===== config.mk =====
export PLATFORM = sky130hd
export DESIGN_NAME = sst_top
export DESIGN_NICKNAME = d
export VERILOG_FILES = /design/src/hw/sst_tick.v /design/src/hw/sst_throttle.v /design/src/hw/sst_top.v
export VERILOG_INCLUDE_DIRS = /design/src /design/src/hw
export SDC_FILE = /design/constraint.sdc
export NUM_CORES = 1
export LEC_CHECK = 0
export ABC_CLOCK_PERIOD_IN_PS = 5100
export CORE_ASPECT_RATIO = 1.1
export CORE_MARGIN = 8
export CORE_UTILIZATION = 55
export DETAILED_ROUTE_END_ITERATION = 8
export DONT_BUFFER_PORTS = 1
export GPL_TIMING_DRIVEN = 0
export PLACE_DENSITY = 0.79
export SLEW_MARGIN = 0
export SYNTH_ARGS = -nofsm -noshare
export SYNTH_HDL_FRONTEND = slang
export SYNTH_HIERARCHICAL = 1
export SYNTH_SLANG_ARGS = --single-unit

===== constraint.sdc =====
create_clock -name clk -period 5.1 [get_ports clk]
set_clock_uncertainty 0.15 [all_clocks]
set_input_delay 0.765 -clock clk [delete_from_list [all_inputs] [get_ports clk]]
set_output_delay 0.765 -clock clk [all_outputs]
set_load 0.02 [all_outputs]

===== src/hw/sst_regs.vh =====
`ifndef SST_REGS_VH
`define SST_REGS_VH

// Register byte offsets on the plain register port.
`define SST_OFF_IDLE_RELOAD   8'ha8
`define SST_OFF_CAUSE         8'haa
`define SST_OFF_THROTTLE_LOW  8'hac
`define SST_OFF_THROTTLE_HIGH 8'hae

// Reset values.
`define SST_RST_IDLE_RELOAD   8'h0f
`define SST_RST_CAUSE         8'h00
`define SST_RST_THROTTLE_LOW  8'h00
`define SST_RST_THROTTLE_HIGH 8'h00

// Cause register field positions.
`define SST_CAUSE_PORT_WRITE  7
`define SST_CAUSE_EXTERNAL    6
`define SST_CAUSE_IDLE        5
`define SST_CAUSE_LINES_MSB   4
`define SST_CAUSE_LINES_LSB   0
`define SST_CAUSE_WIDTH       8
`define SST_NUM_LINES         5

// Timing: clock rate, throttle time base and idle countdown interval.
`define SST_CLK_MHZ           100
`define SST_THR_TICK_US       32
`define SST_THR_TICK_CYCLES   12'd3200
`define SST_THR_TICK_W        12
`define SST_IDLE_TICK_S       60
`define SST_IDLE_TICK_CYCLES  (33'd60 * 33'd100000000)
`define SST_IDLE_TICK_W       33

`endif


===== src/hw/sst_tick.v =====
`timescale 1ns/1ps
// Divider that emits a one-cycle pulse every DIV clocks while run is high.
module sst_tick #(
   parameter         W   = 12,
   parameter [W-1:0] DIV = 3200
) (
   input  wire clk,
   input  wire srst,
   input  wire run,
   output reg  tick
);
   reg [W-1:0] count;

   // Counts up to DIV-1 and restarts; held at zero while stopped.
   always @(posedge clk) begin
      if (srst || !run) begin
         count <= {W{1'b0}};
         tick  <= 1'b0;
      end else if (count == DIV - 1'b1) begin
         count <= {W{1'b0}};
         tick  <= 1'b1;
      end else begin
         count <= count + 1'b1;
         tick  <= 1'b0;
      end
   end
endmodule


===== src/hw/sst_throttle.v =====
`timescale 1ns/1ps
`include "sst_regs.vh"
// Throttle sequencer: alternates the stop-clock output between low and high periods.
module sst_throttle (
   input  wire       clk,
   input  wire       srst,
   input  wire       enable,
   input  wire       tick,
   input  wire       stop_grant,
   input  wire [7:0] low_period,
   input  wire [7:0] high_period,
   output reg        stop_clock_out_n
);
   reg [1:0] state;
   reg [7:0] timer;
   wire      phase_end;

   // Sequencer states.
   localparam [1:0] THR_OFF   = 2'd0;
   localparam [1:0] THR_GRANT = 2'd1;
   localparam [1:0] THR_LOW   = 2'd2;
   localparam [1:0] THR_HIGH  = 2'd3;

   // A phase ends on the tick that takes the timer to zero, or on the next tick if it was zero.
   assign phase_end = tick && (timer <= 8'h01);

   // Sequencer; disabling throttling negates stop-clock at once.
   always @(posedge clk) begin
      if (srst || !enable) begin
         state            <= THR_OFF;
         timer            <= 8'h00;
         stop_clock_out_n <= 1'b1;
      end else begin
         case (state)
            THR_OFF: begin
               state            <= THR_GRANT;
               timer            <= low_period;
               stop_clock_out_n <= 1'b0;
            end
            THR_GRANT: begin
               // Timer is held until the processor returns its stop-grant cycle.
               if (stop_grant) begin
                  state <= THR_LOW;
               end
            end
            THR_LOW: begin
               if (phase_end) begin
                  state            <= THR_HIGH;
                  timer            <= high_period;
                  stop_clock_out_n <= 1'b1;
               end else if (tick) begin
                  timer <= timer - 1'b1;
               end
            end
            default: begin
               if (phase_end) begin
                  state            <= THR_GRANT;
                  timer            <= low_period;
                  stop_clock_out_n <= 1'b0;
               end else if (tick) begin
                  timer <= timer - 1'b1;
               end
            end
         endcase
      end
   end
endmodule


===== src/hw/sst_top.v =====
`timescale 1ns/1ps
`include "sst_regs.vh"
module sst_top #(
   parameter [`SST_IDLE_TICK_W-1:0] IDLE_TICK_CYCLES = `SST_IDLE_TICK_CYCLES
) (
   input  wire                      clk,
   input  wire                      srst,
   input  wire [7:0]                reg_addr,
   input  wire [15:0]               reg_wdata,
   input  wire                      reg_wr,
   input  wire                      reg_rd,
   output reg  [15:0]               reg_rdata,
   input  wire                      mgmt_interrupt_gate,
   input  wire                      throttle_enable,
   input  wire                      idle_stop,
   input  wire [`SST_CAUSE_WIDTH-1:0] event_enable,
   input  wire                      system_event,
   input  wire                      power_port_write,
   input  wire                      external_mgmt_request_in_n,
   input  wire [`SST_NUM_LINES-1:0] irq_line,
   input  wire                      stop_grant,
   output wire                      stop_clock_out_n,
   output reg                       mgmt_interrupt_out_n
);
   // Registers written by software.
   reg  [7:0]                   idle_countdown_reload;
   reg  [7:0]                   throttle_low_period;
   reg  [7:0]                   throttle_high_period;
   reg  [`SST_CAUSE_WIDTH-1:0]  smi_cause_status;

   // Event detection state.
   reg  [`SST_NUM_LINES-1:0]    irq_line_prev;
   reg                          external_prev;
   wire [`SST_NUM_LINES-1:0]    line_rise;
   wire                         external_fall;
   wire [`SST_CAUSE_WIDTH-1:0]  raw_event;
   wire [`SST_CAUSE_WIDTH-1:0]  set_vec;
   wire [`SST_CAUSE_WIDTH-1:0]  clear_vec;
   reg  [`SST_CAUSE_WIDTH-1:0]  next_cause;

   // Idle countdown state.
   reg  [7:0]                   idle_count;
   reg                          idle_expire;
   wire                         idle_tick;
   wire                         thr_tick;

   // Register decode.
   wire                         wr_cause;
   wire                         wr_idle;
   wire                         wr_low;
   wire                         wr_high;

   genvar                       i;

   // Write strobes per register.
   assign wr_cause = reg_wr && (reg_addr == `SST_OFF_CAUSE);
   assign wr_idle  = reg_wr && (reg_addr == `SST_OFF_IDLE_RELOAD);
   assign wr_low   = reg_wr && (reg_addr == `SST_OFF_THROTTLE_LOW);
   assign wr_high  = reg_wr && (reg_addr == `SST_OFF_THROTTLE_HIGH);

   // Plain read-write registers; the idle reload reads back the low byte of what was written, upper byte zero.
   always @(posedge clk) begin
      if (srst) begin
         idle_countdown_reload <= `SST_RST_IDLE_RELOAD;
         throttle_low_period   <= `SST_RST_THROTTLE_LOW;
         throttle_high_period  <= `SST_RST_THROTTLE_HIGH;
      end else begin
         if (wr_idle) begin
            idle_countdown_reload <= reg_wdata[7:0];
         end
         if (wr_low) begin
            throttle_low_period <= reg_wdata[7:0];
         end
         if (wr_high) begin
            throttle_high_period <= reg_wdata[7:0];
         end
      end
   end

   // Previous levels of the event inputs, for edge detection.
   always @(posedge clk) begin
      if (srst) begin
         irq_line_prev <= {`SST_NUM_LINES{1'b0}};
         external_prev <= 1'b1;
      end else begin
         irq_line_prev <= irq_line;
         external_prev <= external_mgmt_request_in_n;
      end
   end

   // Only asserting edges count, so a line held active yields one indication.
   assign line_rise     = irq_line & ~irq_line_prev;
   assign external_fall = external_prev & ~external_mgmt_request_in_n;

   // Raw event vector in cause-bit order.
   assign raw_event[`SST_CAUSE_PORT_WRITE] = power_port_write;
   assign raw_event[`SST_CAUSE_EXTERNAL]   = external_fall;
   assign raw_event[`SST_CAUSE_IDLE]       = idle_expire;
   assign raw_event[`SST_CAUSE_LINES_MSB:`SST_CAUSE_LINES_LSB] = line_rise;

   // Per-bit set and clear terms; each bit stands alone.
   generate
      for (i = 0; i < `SST_CAUSE_WIDTH; i = i + 1) begin : g_cause
         assign set_vec[i]   = raw_event[i] && event_enable[i];
         assign clear_vec[i] = wr_cause && !reg_wdata[i];
      end
   endgenerate

   // Clear first, then set, so a coincident set wins.
   always @* begin
      next_cause = (smi_cause_status & ~clear_vec) | set_vec;
   end

   // Cause register; the gate does not take part here.
   always @(posedge clk) begin
      if (srst) begin
         smi_cause_status <= `SST_RST_CAUSE;
      end else begin
         smi_cause_status <= next_cause;
      end
   end

   // Interrupt pin, active low, asserted while any cause is pending and the gate is open.
   always @(posedge clk) begin
      if (srst) begin
         mgmt_interrupt_out_n <= 1'b1;
      end else begin
         mgmt_interrupt_out_n <= !(mgmt_interrupt_gate && (|smi_cause_status));
      end
   end

   // One-minute time base for the idle countdown, held while it is stopped.
   sst_tick #(
      .W   (`SST_IDLE_TICK_W),
      .DIV (IDLE_TICK_CYCLES)
   ) u_idle_tick (
      .clk  (clk),
      .srst (srst),
      .run  (!idle_stop),
      .tick (idle_tick)
   );

   // Idle countdown: reload on system events, step each minute, expire at zero.
   always @(posedge clk) begin
      if (srst) begin
         idle_count  <= `SST_RST_IDLE_RELOAD;
         idle_expire <= 1'b0;
      end else if (idle_stop) begin
         idle_expire <= 1'b0;
      end else if (idle_expire) begin
         idle_count  <= idle_countdown_reload;
         idle_expire <= 1'b0;
      end else if (system_event) begin
         idle_count <= idle_countdown_reload;
      end else if (idle_count == 8'h00) begin
         idle_expire <= 1'b1;
      end else if (idle_tick) begin
         idle_count <= idle_count - 1'b1;
      end
   end

   // Free-running 32 us time base for the throttle timer.
   sst_tick #(
      .W   (`SST_THR_TICK_W),
      .DIV (`SST_THR_TICK_CYCLES)
   ) u_thr_tick (
      .clk  (clk),
      .srst (srst),
      .run  (1'b1),
      .tick (thr_tick)
   );

   // Stop-clock throttle sequencer.
   sst_throttle u_throttle (
      .clk              (clk),
      .srst             (srst),
      .enable           (throttle_enable),
      .tick             (thr_tick),
      .stop_grant       (stop_grant),
      .low_period       (throttle_low_period),
      .high_period      (throttle_high_period),
      .stop_clock_out_n (stop_clock_out_n)
   );

   // Read data, valid the cycle after the read strobe; unmapped reads return zero.
   always @(posedge clk) begin
      if (srst) begin
         reg_rdata <= 16'h0000;
      end else if (reg_rd) begin
         if (reg_addr == `SST_OFF_CAUSE) begin
            reg_rdata <= {8'h00, smi_cause_status};
         end else if (reg_addr == `SST_OFF_IDLE_RELOAD) begin
            reg_rdata <= {8'h00, idle_countdown_reload};
         end else if (reg_addr == `SST_OFF_THROTTLE_LOW) begin
            reg_rdata <= {8'h00, throttle_low_period};
         end else if (reg_addr == `SST_OFF_THROTTLE_HIGH) begin
            reg_rdata <= {8'h00, throttle_high_period};
         end else begin
            reg_rdata <= 16'h0000;
         end
      end else begin
         reg_rdata <= 16'h0000;
      end
   end
endmodule


==> flow_summary.ini <==
[outcome]
status = finished clean

[finish]
syn_to_final_growth_pct = 14.3
instances_no_fill = 800
nets = 722
fin_area_sq_um = 6370
post-route-util_pct = 64.4
drive_gt1_share_pct = 10.8

[sta]
setup_ws_ps = 2790
finalMaxSlewViolations = 0
rsz0062_at_grt = no
worst-slew-pin-transition_ps = 791
relSlewSlack_pct = 46.8
fin_crit_sh_pct = 45.3
clock.fmax_ghz = 0.433
setup_viol = 0
hold_ws_ps = 175
finalHoldViolCount = 0
layout_min_cycle_time_ps = 2310
setup_tns_ps = 0

[placed_design]
port_buffers = 0
place_inst = 765
dp_hpwl_microns = 9630
place_congestion = 0.872
placed_area_sq_um = 5750
dp_slack_ps = 2600

[worst_setup_path]
worst-setup-path-type = flop to flop
crit_chain = inv_1, ha_1, clkbuf_1, inv_1, a41o_1, a221oi_1, o22ai_1
path_delay_family = compound AO/OA/AOI/OAI gates
crit_buf_inv = 3
crit_path_end_kind = flop
cpMaxStageDelayCell = a221oi_1
startpoint_type = flop
arrival_ps = 2550
slowest_delay_ps = 410
path_max_fanout = 10
crit_required_ps = 5340
cpMostUsedCell = inv_1

[job]
maxCapViolCount = 0

[power]
leakage_nw = 2.31
pwr_density_cell_nw_per_um2 = 352
peakVddDrop_v = 0.000171
total_power_mw = 2.25

[logic_synthesis]
syn_avg_cell_area_sq_um = 8.75
yosys-top-cells-area = dfxtp_1, nor2_1, mux2i_1, xor2_1, nand2_1
synth.distinct_cells = 75
ys_seq_area_share_pct = 41.0
async_flop_share_pct = 0
synthCells = 637
synth_top_cell_by_area = dfxtp_1
netlist_area_sq_um = 5570
synth_seq_cells = 114
yosys_warnings = 6
synth_edf_count = 0
ys.flop_type = dfxtp_1
synth_top_area_share_pct = 41.0

[drt]
via_per_inst = 6.03
drc = 0
first_iter_violations = 363
avgRoutedWirePerCell_microns = 17.1
vias = 4826
detail-route-antenna-nets = 0
first_pass_iters = 5
wl_microns = 13700

[clock_network]
cts.root.buffer_cell = clkbuf_8
ctsResizeCount = 0
worst_skew_pair.late_latency_ps = 530
cts.clk_slew.worst_paths_ps = 60
cts_sinks = 114
hold_buffers = 0
cts_buffers = 17
post_cts_buffers = 0
max-clock-path-buffers = 2
cts_tree = built
htreeDepth = 4

[grt]
grt_pass1_wl_microns = 22300
antenna_found_initial = 4
grt_overflow = 0
grt_max_degree = 17
first_global_vias = 4574
grt_util_all_layers_pct = 20.2

[min_path]
worstHoldPathType = primary input to flop

[die]
core_sq_um = 9890
rows = 38
dieArea_sq_um = 13600
ioPinCount = 66
start_util_pct = 56.3
dieWidth_microns = 112
die_h_microns = 122
routing by layer:
metal  global-route usage (%)  vias to the layer above  part of all wire [%]
li1                         -                     2337                     -
met5                        0                        -                  0.17
met1                     24.0                     2267                    42
met4                     8.86                        4                   1.9
met3                     6.88                       34                   8.6
met2                     32.8                      184                    47
power by group:
group	leakage [nW]	total [mW]	switching [mW]	internal, mW
sequential	0.923	0.917	0.0125	0.904
combinational	1.10	0.119	0.0754	0.0434
clock	0.291	1.21	0.424	0.785
total	2.31	2.25	0.512	1.73
state kept, by name (all words and copies together), names as in the netlist, 5 cells and up:
| signal | count |
|---|---|
| throttle_low_period | 8 |
| reg_rdata | 8 |
| irq_line_prev | 5 |
| idle_countdown_reload | 8 |
| u_thr_tick/count | 12 |
| u_throttle/timer | 8 |
| u_idle_tick/count | 33 |
| throttle_high_period | 8 |
| idle_count | 8 |
| smi_cause_status | 8 |
placed cells by master (no fill, tap or decap), types with 7 or more instances in the layout:
cell | Yosys | routed
dfxtp_1 | 114 | 114
nor2_1 | 103 | 103
nand2_1 | 41 | 41
mux2i_1 | 30 | 30
a21oi_1 | 24 | 24
o21ai_0 | 23 | 23
nand3_1 | 21 | 21
xor2_1 | 21 | 21
inv_1 | 18 | 18
nor2b_1 | 16 | 16
nand4_1 | 16 | 16
clkbuf_16 | 0 | 16
clkbuf_1 | 14 | 15
nor3_1 | 15 | 15
nor4_1 | 12 | 12
nand2b_1 | 10 | 10
ha_1 | 10 | 10
conb_1 | 2 | 10
buf_4 | 9 | 9
xnor2_1 | 9 | 9
a2111oi_0 | 8 | 8
or3_1 | 7 | 7
buf_2 | 7 | 7
o31ai_1 | 7 | 7
path summary, 6_finish.rpt:
kind / from / endpoint / slack [ps] / depth (start not counted)
setup / recovery: u_throttle/state[0] / u_throttle/timer[5] / 2790 / 7
hold / removal: mgmt_interrupt_gate / mgmt_interrupt_out_n / 170 / 1
setup reg to reg: u_throttle/state[0] / u_throttle/timer[5] / 2790 / 7
hold reg to reg: external_prev / smi_cause_status[6] / 300 / 2
cells in the mapped netlist (all sizes together), types with 7 or more instances:
library cell	instances
a2111oi	8
a21oi	24
buf	19
clkbuf	15
dfxtp	114
ha	10
inv	18
mux2i	30
nand2	41
nand2b	10
nand3	24
nand4	18
nor2	103
nor2b	16
nor3	16
nor4	15
o21ai	24
o31ai	7
or3	10
xnor2	9
xor2	21
cell families after synthesis:
group,Yosys count,synth area share (%)
fa+ha+maj,10,2.25
mux,30,5.39
buf+inv,52,4.56
other cells,2,0.135
compound gates,116,14.7
flops,114,41.0
xor+xnor,30,4.72
simple gates,283,27.3
area by class of cell:
cell class,instances,area (sq um)
antenna,3,7.51
inverter,18,67.6
sequential,114,2280
clock inverter,11,153
tap,120,150
fill,811,3520
buffer,34,186
clock buffer,21,459
multi-input combinational,479,3070
No activity file was read; power rests on OpenSTA's default activity.
